`src/lsrb_regs.svh`:
```
`ifndef LSRB_REGS_SVH
`define LSRB_REGS_SVH

// Register offsets inside the lifecycle-state region.
`define LSRB_OFF_LCS      8'h00
`define LSRB_OFF_KEYERR   8'h04
`define LSRB_OFF_TPMODE   8'h08
`define LSRB_OFF_FATAL    8'h0C
`define LSRB_OFF_RMALOCK  8'h10
`define LSRB_OFF_SPEN     8'h14
`define LSRB_OFF_NVMAW    8'h18
`define LSRB_OFF_NVMSZ    8'h1C
`define LSRB_OFF_GPPC     8'h20

// Region start offsets relative to the base.
`define LSRB_DBG_BASE     16'h0100
`define LSRB_RSV_BASE     16'h0200
`define LSRB_ID_BASE      16'h0F00
`define LSRB_OTP_BASE     16'h1000

// Lifecycle state codes.
`define LSRB_CODE_CM      32'hCCCC_3C3C
`define LSRB_CODE_DM      32'h0DDD_5A5A
`define LSRB_CODE_SE      32'hEEEE_A5A5
`define LSRB_CODE_RMA     32'hFFFF_C3C3
`define LSRB_CODE_INVAL   32'hDEAD_BEEF

// Lifecycle state select encodings.
`define LSRB_SEL_CM       3'h0
`define LSRB_SEL_DM       3'h1
`define LSRB_SEL_SE       3'h5
`define LSRB_SEL_RMA      3'h7

// Test or production mode codes.
`define LSRB_TP_VIRGIN    32'h0000_33CC
`define LSRB_TP_TEST      32'h1111_55AA
`define LSRB_TP_PROD      32'h2222_AA55

// Magic values and reset values.
`define LSRB_FATAL_MAGIC  32'hFA7A_1EEE
`define LSRB_RMA_MAGIC    32'hDDAF_10CE
`define LSRB_KEYERR_RST   6'h3F
`define LSRB_ALL_ONES     32'hFFFF_FFFF

// Key geometry.
`define LSRB_NKEYS        6
`define LSRB_KEY_W        128
`define LSRB_ZC_W         8
`define LSRB_ZC_MAX       8'h80

`endif

```
`src/lsrb_pkg.sv`:
```
package lsrb_pkg;

    typedef enum logic [2:0] {
        RG_LCS,
        RG_DBG,
        RG_RSV,
        RG_ID,
        RG_OTP
    } lsrb_region_e;

    typedef enum logic [1:0] {
        ST_IDLE,
        ST_OTP_REQ,
        ST_OTP_WAIT
    } lsrb_state_e;

endpackage

```
`src/lsrb_key_check.sv`:
```
`timescale 1ns/1ps
`include "lsrb_regs.svh"

module lsrb_key_check (
    // Clock and reset.
    input  wire logic                   sys_clk,
    input  wire logic                   arst_n,
    // Loaded key and its expected zero count.
    input  wire logic [`LSRB_KEY_W-1:0] key,
    input  wire logic [`LSRB_ZC_W-1:0]  zero_exp,
    input  wire logic                   load,
    input  wire logic                   zeroize,
    // Error flag.
    output logic                        err_q
);

    logic                  err_d;
    logic [`LSRB_ZC_W-1:0] zc;

    function automatic logic [`LSRB_ZC_W-1:0] zeros(
        input logic [`LSRB_KEY_W-1:0] k);
        logic [`LSRB_ZC_W-1:0] n;
        n = '0;
        for (int i = 0; i < `LSRB_KEY_W; i++) begin
            n = n + {{(`LSRB_ZC_W-1){1'b0}}, ~k[i]};
        end
        return n;
    endfunction

    assign zc = zeros(key);

    // Mismatch, all zeros or all ones flag the key.
    always_comb begin
        err_d = err_q;
        if (zeroize) begin
            err_d = 1'b1;
        end else if (load) begin
            err_d = (zc != zero_exp) || (zc == '0)
                    || (zc == `LSRB_ZC_MAX);
        end
    end

    always_ff @(posedge sys_clk or negedge arst_n) begin
        if (!arst_n) begin
            err_q <= 1'b1;
        end else begin
            err_q <= err_d;
        end
    end

endmodule

```
`src/lsrb_once_reg.sv`:
```
`timescale 1ns/1ps
`include "lsrb_regs.svh"

module lsrb_once_reg #(
    parameter logic [31:0] MAGIC = 32'h0000_0000
) (
    // Clock and reset.
    input  wire logic        sys_clk,
    input  wire logic        arst_n,
    // Write strobe and data.
    input  wire logic        wr,
    input  wire logic [31:0] wdata,
    // Armed state.
    output logic             armed_q
);

    logic armed_d;

    // Only the magic value arms; later writes cannot undo it.
    always_comb begin
        armed_d = armed_q;
        if (wr && (wdata == MAGIC)) begin
            armed_d = 1'b1;
        end
    end

    always_ff @(posedge sys_clk or negedge arst_n) begin
        if (!arst_n) begin
            armed_q <= 1'b0;
        end else begin
            armed_q <= armed_d;
        end
    end

endmodule

```
`src/lsrb_top.sv`:
```
`timescale 1ns/1ps
`include "lsrb_regs.svh"

module lsrb_top
    import lsrb_pkg::*;
#(
    parameter logic [31:0] NVM_ADDR_WIDTH = 32'h0000_000C,
    parameter logic [31:0] NVM_SIZE_BYTES = 32'h0000_1000
) (
    // Clock and reset.
    input  wire logic                      sys_clk,
    input  wire logic                      arst_n,
    // APB3 subordinate.
    input  wire logic                      psel,
    input  wire logic                      penable,
    input  wire logic                      pwrite,
    input  wire logic [15:0]               paddr,
    input  wire logic [31:0]               pwdata,
    output logic [31:0]                    prdata,
    output logic                           pready,
    output logic                           pslverr,
    // State indications from the lifecycle logic.
    input  wire logic [2:0]                lcs_sel,
    input  wire logic                      lcs_ok,
    input  wire logic [1:0]                tp_sel,
    input  wire logic [15:0]               gppc_in,
    // Loaded keys and expected zero counts.
    input  wire logic [`LSRB_NKEYS*`LSRB_KEY_W-1:0] key_data,
    input  wire logic [`LSRB_NKEYS*`LSRB_ZC_W-1:0]  key_zero_exp,
    input  wire logic                      key_load,
    // Memory window port.
    output logic                           otp_req,
    output logic                           otp_we,
    output logic [15:0]                    otp_addr,
    output logic [31:0]                    otp_wdata,
    input  wire logic [31:0]               otp_rdata,
    input  wire logic                      otp_ack,
    input  wire logic                      otp_deny,
    // Control outputs.
    output logic                           fatal_err,
    output logic                           hw_key_invalid,
    output logic                           rma_lock,
    output logic                           sp_rst_req
);

    lsrb_state_e                st_q, st_d;
    logic                       pready_q, pready_d;
    logic                       pslverr_q, pslverr_d;
    logic [31:0]                prdata_q, prdata_d;
    logic                       otp_req_q, otp_req_d;
    logic                       otp_we_q, otp_we_d;
    logic [15:0]                otp_addr_q, otp_addr_d;
    logic [31:0]                otp_wdata_q, otp_wdata_d;
    logic [31:0]                lcs_q, lcs_d;
    logic [31:0]                tp_q, tp_d;
    logic [15:0]                gppc_q, gppc_d;
    logic [31:0]                sp_q, sp_d;
    logic                       sp_rst_q, sp_rst_d;
    logic [`LSRB_NKEYS-1:0]     key_err;
    logic                       fatal_q;
    logic                       rma_q;
    logic                       access;
    logic                       lcs_wr;
    logic [31:0]                lcs_rd;
    lsrb_region_e               region;

    function automatic lsrb_region_e region_of(input logic [15:0] a);
        if (a < `LSRB_DBG_BASE) begin
            return RG_LCS;
        end else if (a < `LSRB_RSV_BASE) begin
            return RG_DBG;
        end else if (a < `LSRB_ID_BASE) begin
            return RG_RSV;
        end else if (a < `LSRB_OTP_BASE) begin
            return RG_ID;
        end else begin
            return RG_OTP;
        end
    endfunction

    function automatic logic [31:0] lcs_code(input logic [2:0] s,
                                             input logic       ok);
        if (!ok) begin
            return `LSRB_CODE_INVAL;
        end else if (s == `LSRB_SEL_CM) begin
            return `LSRB_CODE_CM;
        end else if (s == `LSRB_SEL_DM) begin
            return `LSRB_CODE_DM;
        end else if (s == `LSRB_SEL_SE) begin
            return `LSRB_CODE_SE;
        end else if (s == `LSRB_SEL_RMA) begin
            return `LSRB_CODE_RMA;
        end else begin
            return `LSRB_CODE_INVAL;
        end
    endfunction

    function automatic logic [31:0] tp_code(input logic [1:0] s);
        case (s)
            2'h0:    return `LSRB_TP_VIRGIN;
            2'h1:    return `LSRB_TP_TEST;
            2'h2:    return `LSRB_TP_PROD;
            default: return `LSRB_CODE_INVAL;
        endcase
    endfunction

    // Only the low sixteen address bits are decoded.
    assign region = region_of(paddr);
    assign access = psel && penable && !pready_q && (st_q == ST_IDLE);
    assign lcs_wr = access && pwrite && (region == RG_LCS);

    // Status capture from the lifecycle logic and the secure-provision enable register write.
    always_comb begin
        lcs_d  = lcs_code(lcs_sel, lcs_ok);
        tp_d   = tp_code(tp_sel);
        gppc_d = gppc_in;
        sp_d   = sp_q;
        if (lcs_wr && (paddr[7:0] == `LSRB_OFF_SPEN)) begin
            sp_d = pwdata;
        end
        sp_rst_d = (sp_d != 32'h0000_0000);
    end

    always_ff @(posedge sys_clk or negedge arst_n) begin
        if (!arst_n) begin
            lcs_q  <= `LSRB_CODE_SE;
            tp_q   <= `LSRB_TP_PROD;
            gppc_q <= 16'h0000;
            sp_q   <= 32'h0000_0000;
            sp_rst_q <= 1'b0;
        end else begin
            lcs_q  <= lcs_d;
            tp_q   <= tp_d;
            gppc_q <= gppc_d;
            sp_q   <= sp_d;
            sp_rst_q <= sp_rst_d;
        end
    end

    lsrb_once_reg #(
        .MAGIC   (`LSRB_FATAL_MAGIC)
    ) u_fatal (
        .sys_clk (sys_clk),
        .arst_n  (arst_n),
        .wr      (lcs_wr && (paddr[7:0] == `LSRB_OFF_FATAL)),
        .wdata   (pwdata),
        .armed_q (fatal_q)
    );

    lsrb_once_reg #(
        .MAGIC   (`LSRB_RMA_MAGIC)
    ) u_rma (
        .sys_clk (sys_clk),
        .arst_n  (arst_n),
        .wr      (lcs_wr && (paddr[7:0] == `LSRB_OFF_RMALOCK)),
        .wdata   (pwdata),
        .armed_q (rma_q)
    );

    genvar g;
    generate
        for (g = 0; g < `LSRB_NKEYS; g++) begin : gen_key
            lsrb_key_check u_chk (
                .sys_clk  (sys_clk),
                .arst_n   (arst_n),
                .key      (key_data[g*`LSRB_KEY_W +: `LSRB_KEY_W]),
                .zero_exp (key_zero_exp[g*`LSRB_ZC_W +: `LSRB_ZC_W]),
                .load     (key_load),
                .zeroize  (fatal_q),
                .err_q    (key_err[g])
            );
        end
    endgenerate

    // Read data of the lifecycle-state region.
    always_comb begin
        lcs_rd = 32'h0000_0000;
        if (paddr[15:8] != 8'h00 || paddr[1:0] != 2'h0) begin
            lcs_rd = 32'h0000_0000;
        end else if (paddr[7:0] == `LSRB_OFF_LCS) begin
            lcs_rd = lcs_q;
        end else if (paddr[7:0] == `LSRB_OFF_KEYERR) begin
            lcs_rd = {26'h0, key_err};
        end else if (paddr[7:0] == `LSRB_OFF_TPMODE) begin
            lcs_rd = tp_q;
        end else if (paddr[7:0] == `LSRB_OFF_FATAL) begin
            lcs_rd = fatal_q ? `LSRB_ALL_ONES : 32'h0;
        end else if (paddr[7:0] == `LSRB_OFF_RMALOCK) begin
            lcs_rd = rma_q ? `LSRB_ALL_ONES : 32'h0;
        end else if (paddr[7:0] == `LSRB_OFF_SPEN) begin
            lcs_rd = sp_q;
        end else if (paddr[7:0] == `LSRB_OFF_NVMAW) begin
            lcs_rd = NVM_ADDR_WIDTH;
        end else if (paddr[7:0] == `LSRB_OFF_NVMSZ) begin
            lcs_rd = NVM_SIZE_BYTES;
        end else if (paddr[7:0] == `LSRB_OFF_GPPC) begin
            lcs_rd = {16'h0, gppc_q};
        end
    end

    // Bus transfer sequencing.
    always_comb begin
        st_d        = st_q;
        pready_d    = 1'b0;
        pslverr_d   = 1'b0;
        prdata_d    = prdata_q;
        otp_req_d   = 1'b0;
        otp_we_d    = otp_we_q;
        otp_addr_d  = otp_addr_q;
        otp_wdata_d = otp_wdata_q;
        case (st_q)
            ST_IDLE: begin
                if (access && region == RG_OTP) begin
                    st_d        = ST_OTP_WAIT;
                    otp_req_d   = 1'b1;
                    otp_we_d    = pwrite;
                    otp_addr_d  = paddr;
                    otp_wdata_d = pwdata;
                end else if (access) begin
                    pready_d = 1'b1;
                    prdata_d = 32'h0000_0000;
                    if (!pwrite && region == RG_LCS) begin
                        prdata_d = lcs_rd;
                    end
                end
            end
            ST_OTP_WAIT: begin
                if (otp_ack) begin
                    st_d      = ST_IDLE;
                    pready_d  = 1'b1;
                    pslverr_d = otp_deny;
                    prdata_d  = (otp_we_q || otp_deny) ? 32'h0 : otp_rdata;
                end
            end
            default: begin
                st_d = ST_IDLE;
            end
        endcase
    end

    always_ff @(posedge sys_clk or negedge arst_n) begin
        if (!arst_n) begin
            st_q        <= ST_IDLE;
            pready_q    <= 1'b0;
            pslverr_q   <= 1'b0;
            prdata_q    <= 32'h0000_0000;
            otp_req_q   <= 1'b0;
            otp_we_q    <= 1'b0;
            otp_addr_q  <= 16'h0000;
            otp_wdata_q <= 32'h0000_0000;
        end else begin
            st_q        <= st_d;
            pready_q    <= pready_d;
            pslverr_q   <= pslverr_d;
            prdata_q    <= prdata_d;
            otp_req_q   <= otp_req_d;
            otp_we_q    <= otp_we_d;
            otp_addr_q  <= otp_addr_d;
            otp_wdata_q <= otp_wdata_d;
        end
    end

    assign prdata         = prdata_q;
    assign pready         = pready_q;
    assign pslverr        = pslverr_q;
    assign otp_req        = otp_req_q;
    assign otp_we         = otp_we_q;
    assign otp_addr       = otp_addr_q;
    assign otp_wdata      = otp_wdata_q;
    assign fatal_err      = fatal_q;
    assign hw_key_invalid = fatal_q;
    assign rma_lock       = rma_q;
    assign sp_rst_req     = sp_rst_q;
endmodule

```
`config.mk`:
```
export PLATFORM = sky130hd
export DESIGN_NAME = lsrb_top
export DESIGN_NICKNAME = d
export VERILOG_FILES = /design/src/lsrb_pkg.sv /design/src/lsrb_key_check.sv /design/src/lsrb_once_reg.sv /design/src/lsrb_top.sv
export VERILOG_INCLUDE_DIRS = /design/src
export SDC_FILE = /design/constraint.sdc
export NUM_CORES = 1
export LEC_CHECK = 0
export ABC_AREA = 1
export CORE_AREA = 5 5 395 397
export DETAILED_ROUTE_END_ITERATION = 10
export DIE_AREA = 0 0 400 402
export DONT_BUFFER_PORTS = 1
export PLACE_DENSITY = 0.36
export SETUP_SLACK_MARGIN = 0.2
export SYNTH_ARGS = -nofsm -noshare
export SYNTH_HDL_FRONTEND = slang
export SYNTH_SLANG_ARGS = --single-unit
```
`constraint.sdc`:
```
create_clock -name sys_clk -period 1.7 [get_ports sys_clk]
set_clock_uncertainty 0.1 [all_clocks]
set_input_delay 0.34 -clock sys_clk [delete_from_list [all_inputs] [get_ports sys_clk]]
set_output_delay 0.34 -clock sys_clk [all_outputs]
set_load 0.005 [all_outputs]
```
**After elaboration in Yosys (flattened, before gate mapping)**

Index checks and enable logic that the tools add are counted.

- Register bits: 207

- Reductions and logical operators: 47
- Order comparisons: 4
- Equality and inequality tests: 33
- Add/subtract/negate cells: 762
- Multiplexer cells: 52
- Bitwise operators: 768

Operators with widths:

| cell | number |
|---|---|
| $add A8 B1 Y8 | 756 |
| $not A1 Y1 | 768 |
| $mux W32 | 18 |
| $pmux W32 S3 | 1 |
| $eq A32 B32 Y1 const B | 2 |
| $pmux W32 S2 | 1 |
| $mux W30 | 2 |
| $logic_not A8 Y1 | 7 |
| $eq A8 B8 Y1 const B | 6 |
| $mux W16 | 3 |
| $ne A8 B8 Y1 | 6 |
| $eq A8 B5 Y1 const B | 4 |
| $reduce_bool A32 Y1 | 1 |
| $mux W1 | 19 |
| $eq A8 B4 Y1 const B | 2 |
| $lt A16 B10 Y1 const B | 1 |
| $lt A16 B12 Y1 const B | 1 |
| $lt A16 B13 Y1 const B | 1 |
| $lt A16 B9 Y1 const B | 1 |
| $logic_or A1 B1 Y1 | 14 |
| $add A1 B1 Y2 | 6 |
| $logic_and A1 B1 Y1 | 12 |
| $mux W3 | 4 |
| $eq A3 B3 Y1 const B | 3 |
| 17 further kinds | 27 |

**Depth between registers and ports, before layout**

Gate-level depths: netlist of run 1.

- Depth after elaboration: 133
- Gate-level depth with buffers: 32
- Depth with buffers taken out: 32

**Hierarchy**

From an unflattened synthesis of run 1, not the netlist that was laid out.

- Cells, all modules: 3409
- Area total of the unflattened synthesis: 29722.3 um2

Modules (own cells, without submodules):

| module | times used | area an instance (um2) | cells each |
|---|---|---|---|
| lsrb_key_check (gen_key[0].u_chk ...) | 3 | 3847.4 | 445 |
| lsrb_top | 1 | 7243.2 | 926 |
| lsrb_key_check (gen_key[3].u_chk) | 1 | 3892.5 | 453 |
| lsrb_key_check (gen_key[5].u_chk) | 1 | 3375.7 | 312 |
| lsrb_key_check (gen_key[4].u_chk) | 1 | 3313.2 | 304 |
| lsrb_once_reg (u_fatal) | 1 | 192.7 | 44 |
| lsrb_once_reg (u_rma) | 1 | 162.7 | 35 |

**Worst setup path after synthesis of run 1**

Ideal clock, no wire load.

- Path kind: input port to flip-flop
- From: input port key_data[640]
- To: register gen_key[5].u_chk.err_q
- Data arrival time: 7.143 ns
- Path buffers: 0
- Stages on the path: 25
- Library setup time: 0.073 ns
- Slack: -5.616 ns
- Cells stage by stage: inv_1 > ha_1 > fa_1 > inv_1 > fa_1 > fa_1 > fa_1 > fa_1 > fa_1 > fa_1 > fa_1 > inv_1 > fa_1 > fa_1 > fa_1 > inv_1 > fa_1 > or2_2 > nand4_1 > nor3_1 > nand2_1 > nor2_1 > nand4_1 > nor2_1 > a21oi_1

- Cells in the longest elaborated chain, start to end: 133
- Elaborated cells between the ends (all ways): 135
- Classes of those cells: 127 x add/sub; 2 x eq/ne; 2 x mux; 1 x bitwise; 3 x reduce/logical

RTL lines:

| item | RTL line | text |
|---|---|---|
| from (decl) | lsrb_top.sv:28 | `` input wire logic [`LSRB_NKEYS*`LSRB_KEY_W-1:0] key_data, `` |
| $not A1 Y1 (*) | lsrb_key_check.sv:25 | `` n = n + {{(`LSRB_ZC_W-1){1'b0}}, ~k[i]}; `` |
| $add A1 B1 Y2 (*) | lsrb_key_check.sv:25 |  |
| $add A8 B1 Y8 (*) (126 in a row) | lsrb_key_check.sv:25 |  |
| $ne A8 B8 Y1 or $logic_not A8 Y1 (tied branches) | lsrb_key_check.sv:38 | `err_d = (zc != zero_exp) \|\| (zc == '0)` |
| $logic_or A1 B1 Y1 | lsrb_key_check.sv:38 |  |
| $logic_or A1 B1 Y1 (*) | lsrb_key_check.sv:38 |  |
| $mux W1 (*) | lsrb_key_check.sv:37 | `end else if (load) begin` |
| $mux W1 (*) | lsrb_key_check.sv:35 | `if (zeroize) begin` |
| to (signal assigned) | lsrb_key_check.sv:47 | `err_q <= err_d;` |
| to (decl) | lsrb_key_check.sv:14 | `output logic err_q` |

Mark *: on every way between the ends. The rest lies on a longest branch, timed or not. The select of a mux whose other input is x is not followed.
A chain may end at the register's enable or synchronous reset.

**Worst setup path in the final report of run 1**

- From: input port key_data[128]
- To: register gen_key[1].u_chk.err_q

- Cells in the longest elaborated chain, start to end: 133
- Elaborated cells between the ends (all ways): 135
- Classes of those cells: 127 x add/sub; 2 x eq/ne; 2 x mux; 1 x bitwise; 3 x reduce/logical

RTL lines:

| item | RTL line |
|---|---|
| $not A1 Y1 (*) | lsrb_key_check.sv:25 |
| $add A1 B1 Y2 (*) | lsrb_key_check.sv:25 |
| $add A8 B1 Y8 (*) (126 in a row) | lsrb_key_check.sv:25 |
| $ne A8 B8 Y1 or $logic_not A8 Y1 (tied branches) | lsrb_key_check.sv:38 |
| $logic_or A1 B1 Y1 | lsrb_key_check.sv:38 |
| $logic_or A1 B1 Y1 (*) | lsrb_key_check.sv:38 |
| $mux W1 (*) | lsrb_key_check.sv:37 |
| $mux W1 (*) | lsrb_key_check.sv:35 |
| to (signal assigned) | lsrb_key_check.sv:47 |
| to (decl) | lsrb_key_check.sv:14 |

Marked as above.

==> impl_metrics.tcl, run 1 <==
set metrics [dict create \
    grt_pass1_vias 23500 \
    synth_top_family_by_area "adder cells" \
    design_area_sq_mm 0.0365 \
    placed_area_sq_mm 0.0323 \
    synth_top_area_share_pct 49.0 \
    synth_xor_area_share_pct 1.52 \
    gp_congestion 0.976 \
    fin_crit_ns 7.00 \
    dr.pass1.iters 5 \
    dpl.cell_count 5109 \
    synth_seq_area_share_pct 14.3 \
    yosysUniqueCellTypes 47 \
    holdWs_ns -0.587 \
    ys.flop_type "dfrtp_1" \
    cp.arrival_ns 7.32 \
    yosys.area_share.simple_pct 10.4 \
    pre_cts_ws_ns -5.92 \
    drt_iter0_drc 919 \
    grt_overflow 0 \
    clkTransAtPathRegs_ns 0.11 \
    synth_most_common_cell "inv_1" \
    cts.sinks 160 \
    clock.fmax_ghz 0.143 \
    finalCritPeriodShare_pct 412 \
    synth.avg_cell_area_sq_um 9.61 \
    syn_area_sq_mm 0.0282 \
    layout.nets 5042 \
    synth_compound_area_share_pct 4.74 \
    hold_viol_final 160 \
    clk_latency_ns 0.51 \
    ant_nets 0 \
    cp_data_required_time_ns 2.02 \
    start_kind "primary input" \
    synth_seq_cells 160 \
    slew_headroom_pct 71.1 \
    cp_max_fo 3 \
    core_area_sq_mm 0.152 \
    routed_via_density 3.78 \
    violations "negative hold slack, negative setup slack" \
    synth_area_leaders "fa_1, dfrtp_1, inv_1, ha_1, nand2_1" \
    drc 0 \
    finalMaxSlewViolations 0 \
    avgRoutedWirePerCell_um 23.4 \
    synth_mux_area_share_pct 0 \
    vias 20200 \
    syn_nets 4704 \
    clock-root-buffer "clkbuf_16" \
    ios 1014 \
    drive_above_1_share_pct 19.2 \
    layoutNonFillerInstCount 5332 \
    rows 143 \
    synth_edf_count 0 \
    synth-async-reset-ratio_pct 100 \
    gr-usage-all-layers_pct 15.3 \
    fin_ws_ns -5.30 \
    clockBufferDepth 2 \
    r2r_end "sp_rst_req" \
    yosys.area_share.adder_pct 55.9 \
    rsz0062_at_grt "yes" \
    synth_top_cell_by_area "fa_1" \
    cts_buffers 17 \
    max_cap_violations 0 \
    hold_path_class "in2async" \
    io_buffers 0 \
    die_area_sq_mm 0.161 \
    grt_first_pass_wirelength_mm 176 \
    area_growth_pct 29.7 \
    synthTopCellsByCount "inv_1, fa_1, nand2_1" \
    finalSetupViolations 123 \
    cts_tree "built" \
    post-dp-hpwl_mm 112 \
    die_w_um 400 \
    critical_path_class "in2reg" \
    worst_pin_slew_ns 0.429 \
    timing.rr.start "pready" \
    start_util_pct 18.6 \
    synth_cells 2932 \
    grt_max_degree 161 \
    yosysWarningCount 0 \
    reg2reg_slack_ns -0.54 \
    die_h_um 402 \
    cp-end-kind "flip-flop" \
    cts_htree_levels 4 \
    routed_wl_mm 125 \
    outcome "complete, but fails checks" \
    antenna_found_initial 33 \
    r2r_cells 12 \
]
what timing repair did:
item | 4_1_cts | 5_1_grt
pin swaps | 43 | 19
cloned | 19 | 4
hold buffers | 114 | 1
endpoints found under the hold margin | 310 | 161
gates resized for setup | 314 | 128
buffers inserted | 25 | 9
setup endpoints to repair | 131 | 134
cell families (layout without fill, tap and decap cells):
| group | after synthesis | count (layout) |
|---|---|---|
| buffers and inverters | 954 | 1305 |
| DFF | 160 | 160 |
| AOI/OAI and AO/OA | 242 | 242 |
| adders and majority gates | 846 | 846 |
| xor gates and xnor gates | 49 | 49 |
| and+or+nand+nor | 681 | 681 |
| other | 0 | 19 |
worst max-delay path: stages:
cell and delay, ns:
inv_1 0.05, ha_4 0.30, inv_2 0.04, fa_1 0.49
fa_1 0.43, fa_1 0.52, fa_1 0.45, fa_1 0.55
fa_1 0.44, fa_1 0.51, fa_1 0.43, fa_1 0.51
fa_1 0.43, fa_2 0.38, fa_1 0.58, or2_2 0.11
nand4_1 0.07, nor3_1 0.17, nand2_1 0.07, nor2_1 0.11
nand3_1 0.09, nor2_1 0.09, nand3_1 0.07, nand2_1 0.06
inv_1 0.04
per-stage QoR:
stage | hold slack (ns) | utilization [%] | TNS [ns]
3_5_place_dp | -0.0499 | 21.3 | -60.85
3_3_place_gp | -0.0507 | 21.3 | -62.24
4_1_cts | -0.630 | 23.6 | -48.76
5_1_grt | -0.638 | 24.1 | -70.58
2_1_floorplan | -0.0556 | - | -32.71
6_report | -0.587 | 24.1 | -63.42
worst max path at each step:
stage                   from                endpoint  slack, ns  depth (start not counted)
6_report       key_data[128]  gen_key[1].u_chk.err_q      -5.30                         25
3_5_place_dp   key_data[512]  gen_key[4].u_chk.err_q      -5.92                         27
5_1_grt        key_data[385]  gen_key[3].u_chk.err_q      -5.54                         27
3_3_place_gp   key_data[128]  gen_key[1].u_chk.err_q      -5.89                         25
4_1_cts        key_data[512]  gen_key[4].u_chk.err_q      -5.29                         23
2_1_floorplan  key_data[640]  gen_key[5].u_chk.err_q      -5.57                         25
area by class of cell:
cell class / count / area (sq um)
fillers: 16500 / 115000
clock inverters: 15 / 204
repair buffers: 365 / 4040
inverters: 905 / 3500
clock buffers: 17 / 425
well taps: 2030 / 2540
diodes: 19 / 47.5
flip-flops and latches: 160 / 4030
multi-input cells: 1818 / 21700
repair inverters: 3 / 32.5
layout by cell type, fill, tap and decap left out, types with 27 or more instances in the layout:
master / instances
a21oi_1: 54
a21oi_2: 34
buf_12: 35
buf_4: 159
buf_6: 29
dfrtp_1: 139
dlygate4sd3_1: 114
fa_1: 680
ha_1: 152
inv_1: 873
nand2_1: 325
nand2_2: 78
nand2_4: 27
nand3_1: 40
nand4_1: 37
nor2_1: 94
o21ai_1: 34
o21ai_2: 41
sequential cells by signal, summed over array words and instances, names as in the netlist, 6 cells and up:
register and count:
gen_key.u_chk.err_q 6, gppc_q 16, lcs_q 10, otp_addr 16, otp_wdata 32, prdata 32
sp_q 32, tp_q 8
routing by layer:
layer,global-route usage [%],routed length (um),up-vias
li1,-,-,9208
met1,19.6,53400,10400
met2,27.4,64200,507
met3,3.51,6900,40
met4,1.21,420,10
met5,0,72,-
Power of run 1 is not shown: default switching activity piles up to over one toggle a cycle in this logic, so the estimate is an artifact.
==> run 2, diff against run 1 <==
- ABC_AREA: 1 -> not set
- CORE_AREA: 5 5 395 397 -> 5 5 387 389
- DIE_AREA: 0 0 400 402 -> 0 0 392 394
- PLACE_DENSITY: 0.36 -> 0.38
- SYNTH_HIERARCHICAL: not set -> 1
==> run 2 against run 1 <==
The run still ends with negative hold slack, negative setup slack left. Highest routed layer unchanged. Sequential share of layout area fell by 0.12 points. Critical endpoint is now gen_key[3].u_chk/err_q. Via count rose by 0.77%. Sequential cell count did not move. Utilization rose by 1.1 points. Hold slack improved by 0.029 ns. Design area rose by 1.2%.
==> impl_metrics.tcl, run 2 <==
set metrics [dict create \
    synth-async-reset-ratio_pct 100 \
    clock-root-buffer "clkbuf_16" \
    cp.arrival_ns 8.25 \
    fin_crit_ns 7.94 \
    antenna_found_initial 43 \
    synthTopCellsByCount "inv_1, fa_1, dfrtp_1" \
    clock.fmax_ghz 0.126 \
    syn_area_sq_mm 0.0288 \
    worst_pin_slew_ns 0.677 \
    cp_data_required_time_ns 2.02 \
    routed_wl_mm 126 \
    crit_family "adder cells" \
    rows 141 \
    fin_setup_tns_ns -86.27 \
    cts_buffers 17 \
    synth_top_area_share_pct 48.4 \
    clk_latency_ns 0.50 \
    layout.nets 4916 \
    finalSetupViolations 125 \
    cts_tree "built" \
    start_util_pct 19.7 \
    grt_max_degree 161 \
    yosysUniqueCellTypes 89 \
    critPathMostFrequentCell "fa_1" \
    rsz0062_at_grt "yes" \
    outcome "complete, but fails checks" \
    critical_path_class "in2reg" \
    slew_headroom_pct 54.6 \
    finalMaxSlewViolations 0 \
    slowest_stage "fa_1" \
    synth_seq_cells 160 \
    gr-usage-all-layers_pct 16.2 \
    synth_seq_area_share_pct 14.0 \
    fin_ws_ns -6.24 \
    drive_above_1_share_pct 19.9 \
    dr.pass1.iters 5 \
    yosysWarningCount 6 \
    synth_most_common_cell "inv_1" \
    cts_htree_levels 4 \
    grt_first_pass_wirelength_mm 176 \
    critPathMaxStageDelay_ns 0.58 \
    hold_viol_final 164 \
    violations "negative hold slack, negative setup slack" \
    gp_congestion 0.969 \
    finalCritPeriodShare_pct 467 \
    mostFrequentLayoutCells "inv_1, fa_1, buf_4" \
    holdWs_ns -0.558 \
    ys.flop_type "dfrtp_1" \
    grt_pass1_vias 23600 \
    die_h_um 394 \
    drt_iter0_drc 929 \
    io_buffers 0 \
    synth_edf_count 0 \
    cts.sinks 160 \
    hold_path_class "in2async" \
    max_cap_violations 0 \
    grt_overflow 0 \
    cp_max_fo 2 \
    vias 20300 \
    clkTransAtPathRegs_ns 0.08 \
    synth_area_leaders "fa_1, inv_1, dfrtp_1, ha_1, mux2_2" \
    ant_nets 0 \
    drc 0 \
    die_w_um 392 \
    start_kind "primary input" \
    die_area_sq_mm 0.154 \
    syn_nets 4546 \
    synth_cells 2798 \
    synth.avg_cell_area_sq_um 10.3 \
    routed_via_density 3.96 \
    core_area_sq_mm 0.146 \
    ios 1014 \
    clockBufferDepth 2 \
    n_fill_cell 15800 \
    crit_buf_inv 5 \
    area_growth_pct 28.5 \
    layout_commonest_cell "inv_1" \
    synth_top_cell_by_area "fa_1" \
    avgRoutedWirePerCell_um 24.6 \
    cp-end-kind "flip-flop" \
    post-dp-hpwl_mm 112 \
]
[run 2: repair_timing]
item | in CTS | in global routing
setup buffers | 32 | 20
cloned | 12 | 2
endpoints found under the hold margin | 308 | 166
gates resized for setup | 167 | 76
hold buffers | 101 | 1
pin swaps | 62 | 21
endpoints found under the setup margin | 144 | 140
[run 2: layer usage]
metal	GRT usage (%)	routed length, um
met1	20.7	53200
met2	27.0	60800
met3	5.29	9780
met4	2.98	2350
met5	0	91
[run 2: kinds of logic (layout without fill, tap and decap cells)]
group	after synthesis	after routing	share of synthesized area, %
mux	98	98	3.82
buf+inv	1101	1484	14.5
xor+xnor	53	53	1.69
other cells	0	20	0
flops	160	160	14.0
fa+ha+maj	822	822	53.9
simple gates	297	297	5.97
compound gates	267	267	6.18
[run 2: cell type report]
| type | instances | area (sq um) | share of cell area, % |
|---|---|---|---|
| multi-input cells | 1537 | 21900 | 59.1 |
| diodes | 20 | 50.0 | 0.135 |
| flip-flops and latches | 160 | 4040 | 10.9 |
| clock buffers | 20 | 467 | 1.26 |
| repair buffers | 396 | 3990 | 10.8 |
| clock inverters | 12 | 146 | 0.396 |
| inverters | 1056 | 4010 | 10.9 |
| well taps | 1930 | 2410 | 6.53 |
[run 2: worst paths after layout]
| check | startpoint | end | slack [ns] | cells after the start |
|---|---|---|---|---|
| worst max-delay path | key_data[384] | gen_key[3].u_chk/err_q | -6.24 | 25 |
| max in group asynchronous | arst_n | lcs_q[22] | 1.64 | 0 |
| worst min-delay path | arst_n | prdata[27] | -0.56 | 0 |
| worst max register to register | st_q[1] | otp_addr[5] | -0.52 | 10 |
| min in group sys_clk | key_load | gen_key[3].u_chk/err_q | -0.04 | 1 |
| worst min register to register | otp_wdata[27] | otp_wdata[27] | 0.44 | 1 |
[run 2: per-stage QoR]
stage                     hold WS, ns  instance area (sq um)  util [%]  instances  worst slack (ns)
final                          -0.558                  37000      25.3       5131             -6.24
after global routing           -0.603                  36900      25.2       5117             -6.43
after detailed placement      -0.0506                  33500      22.9       4911             -6.72
after floorplan               -0.0556                  29700         -       2798             -6.26
after global placement        -0.0500                  33500      22.9       4911             -6.68
after CTS                      -0.607                  36400      24.8       5088             -6.21
Power of run 2 is left out for the same reason.
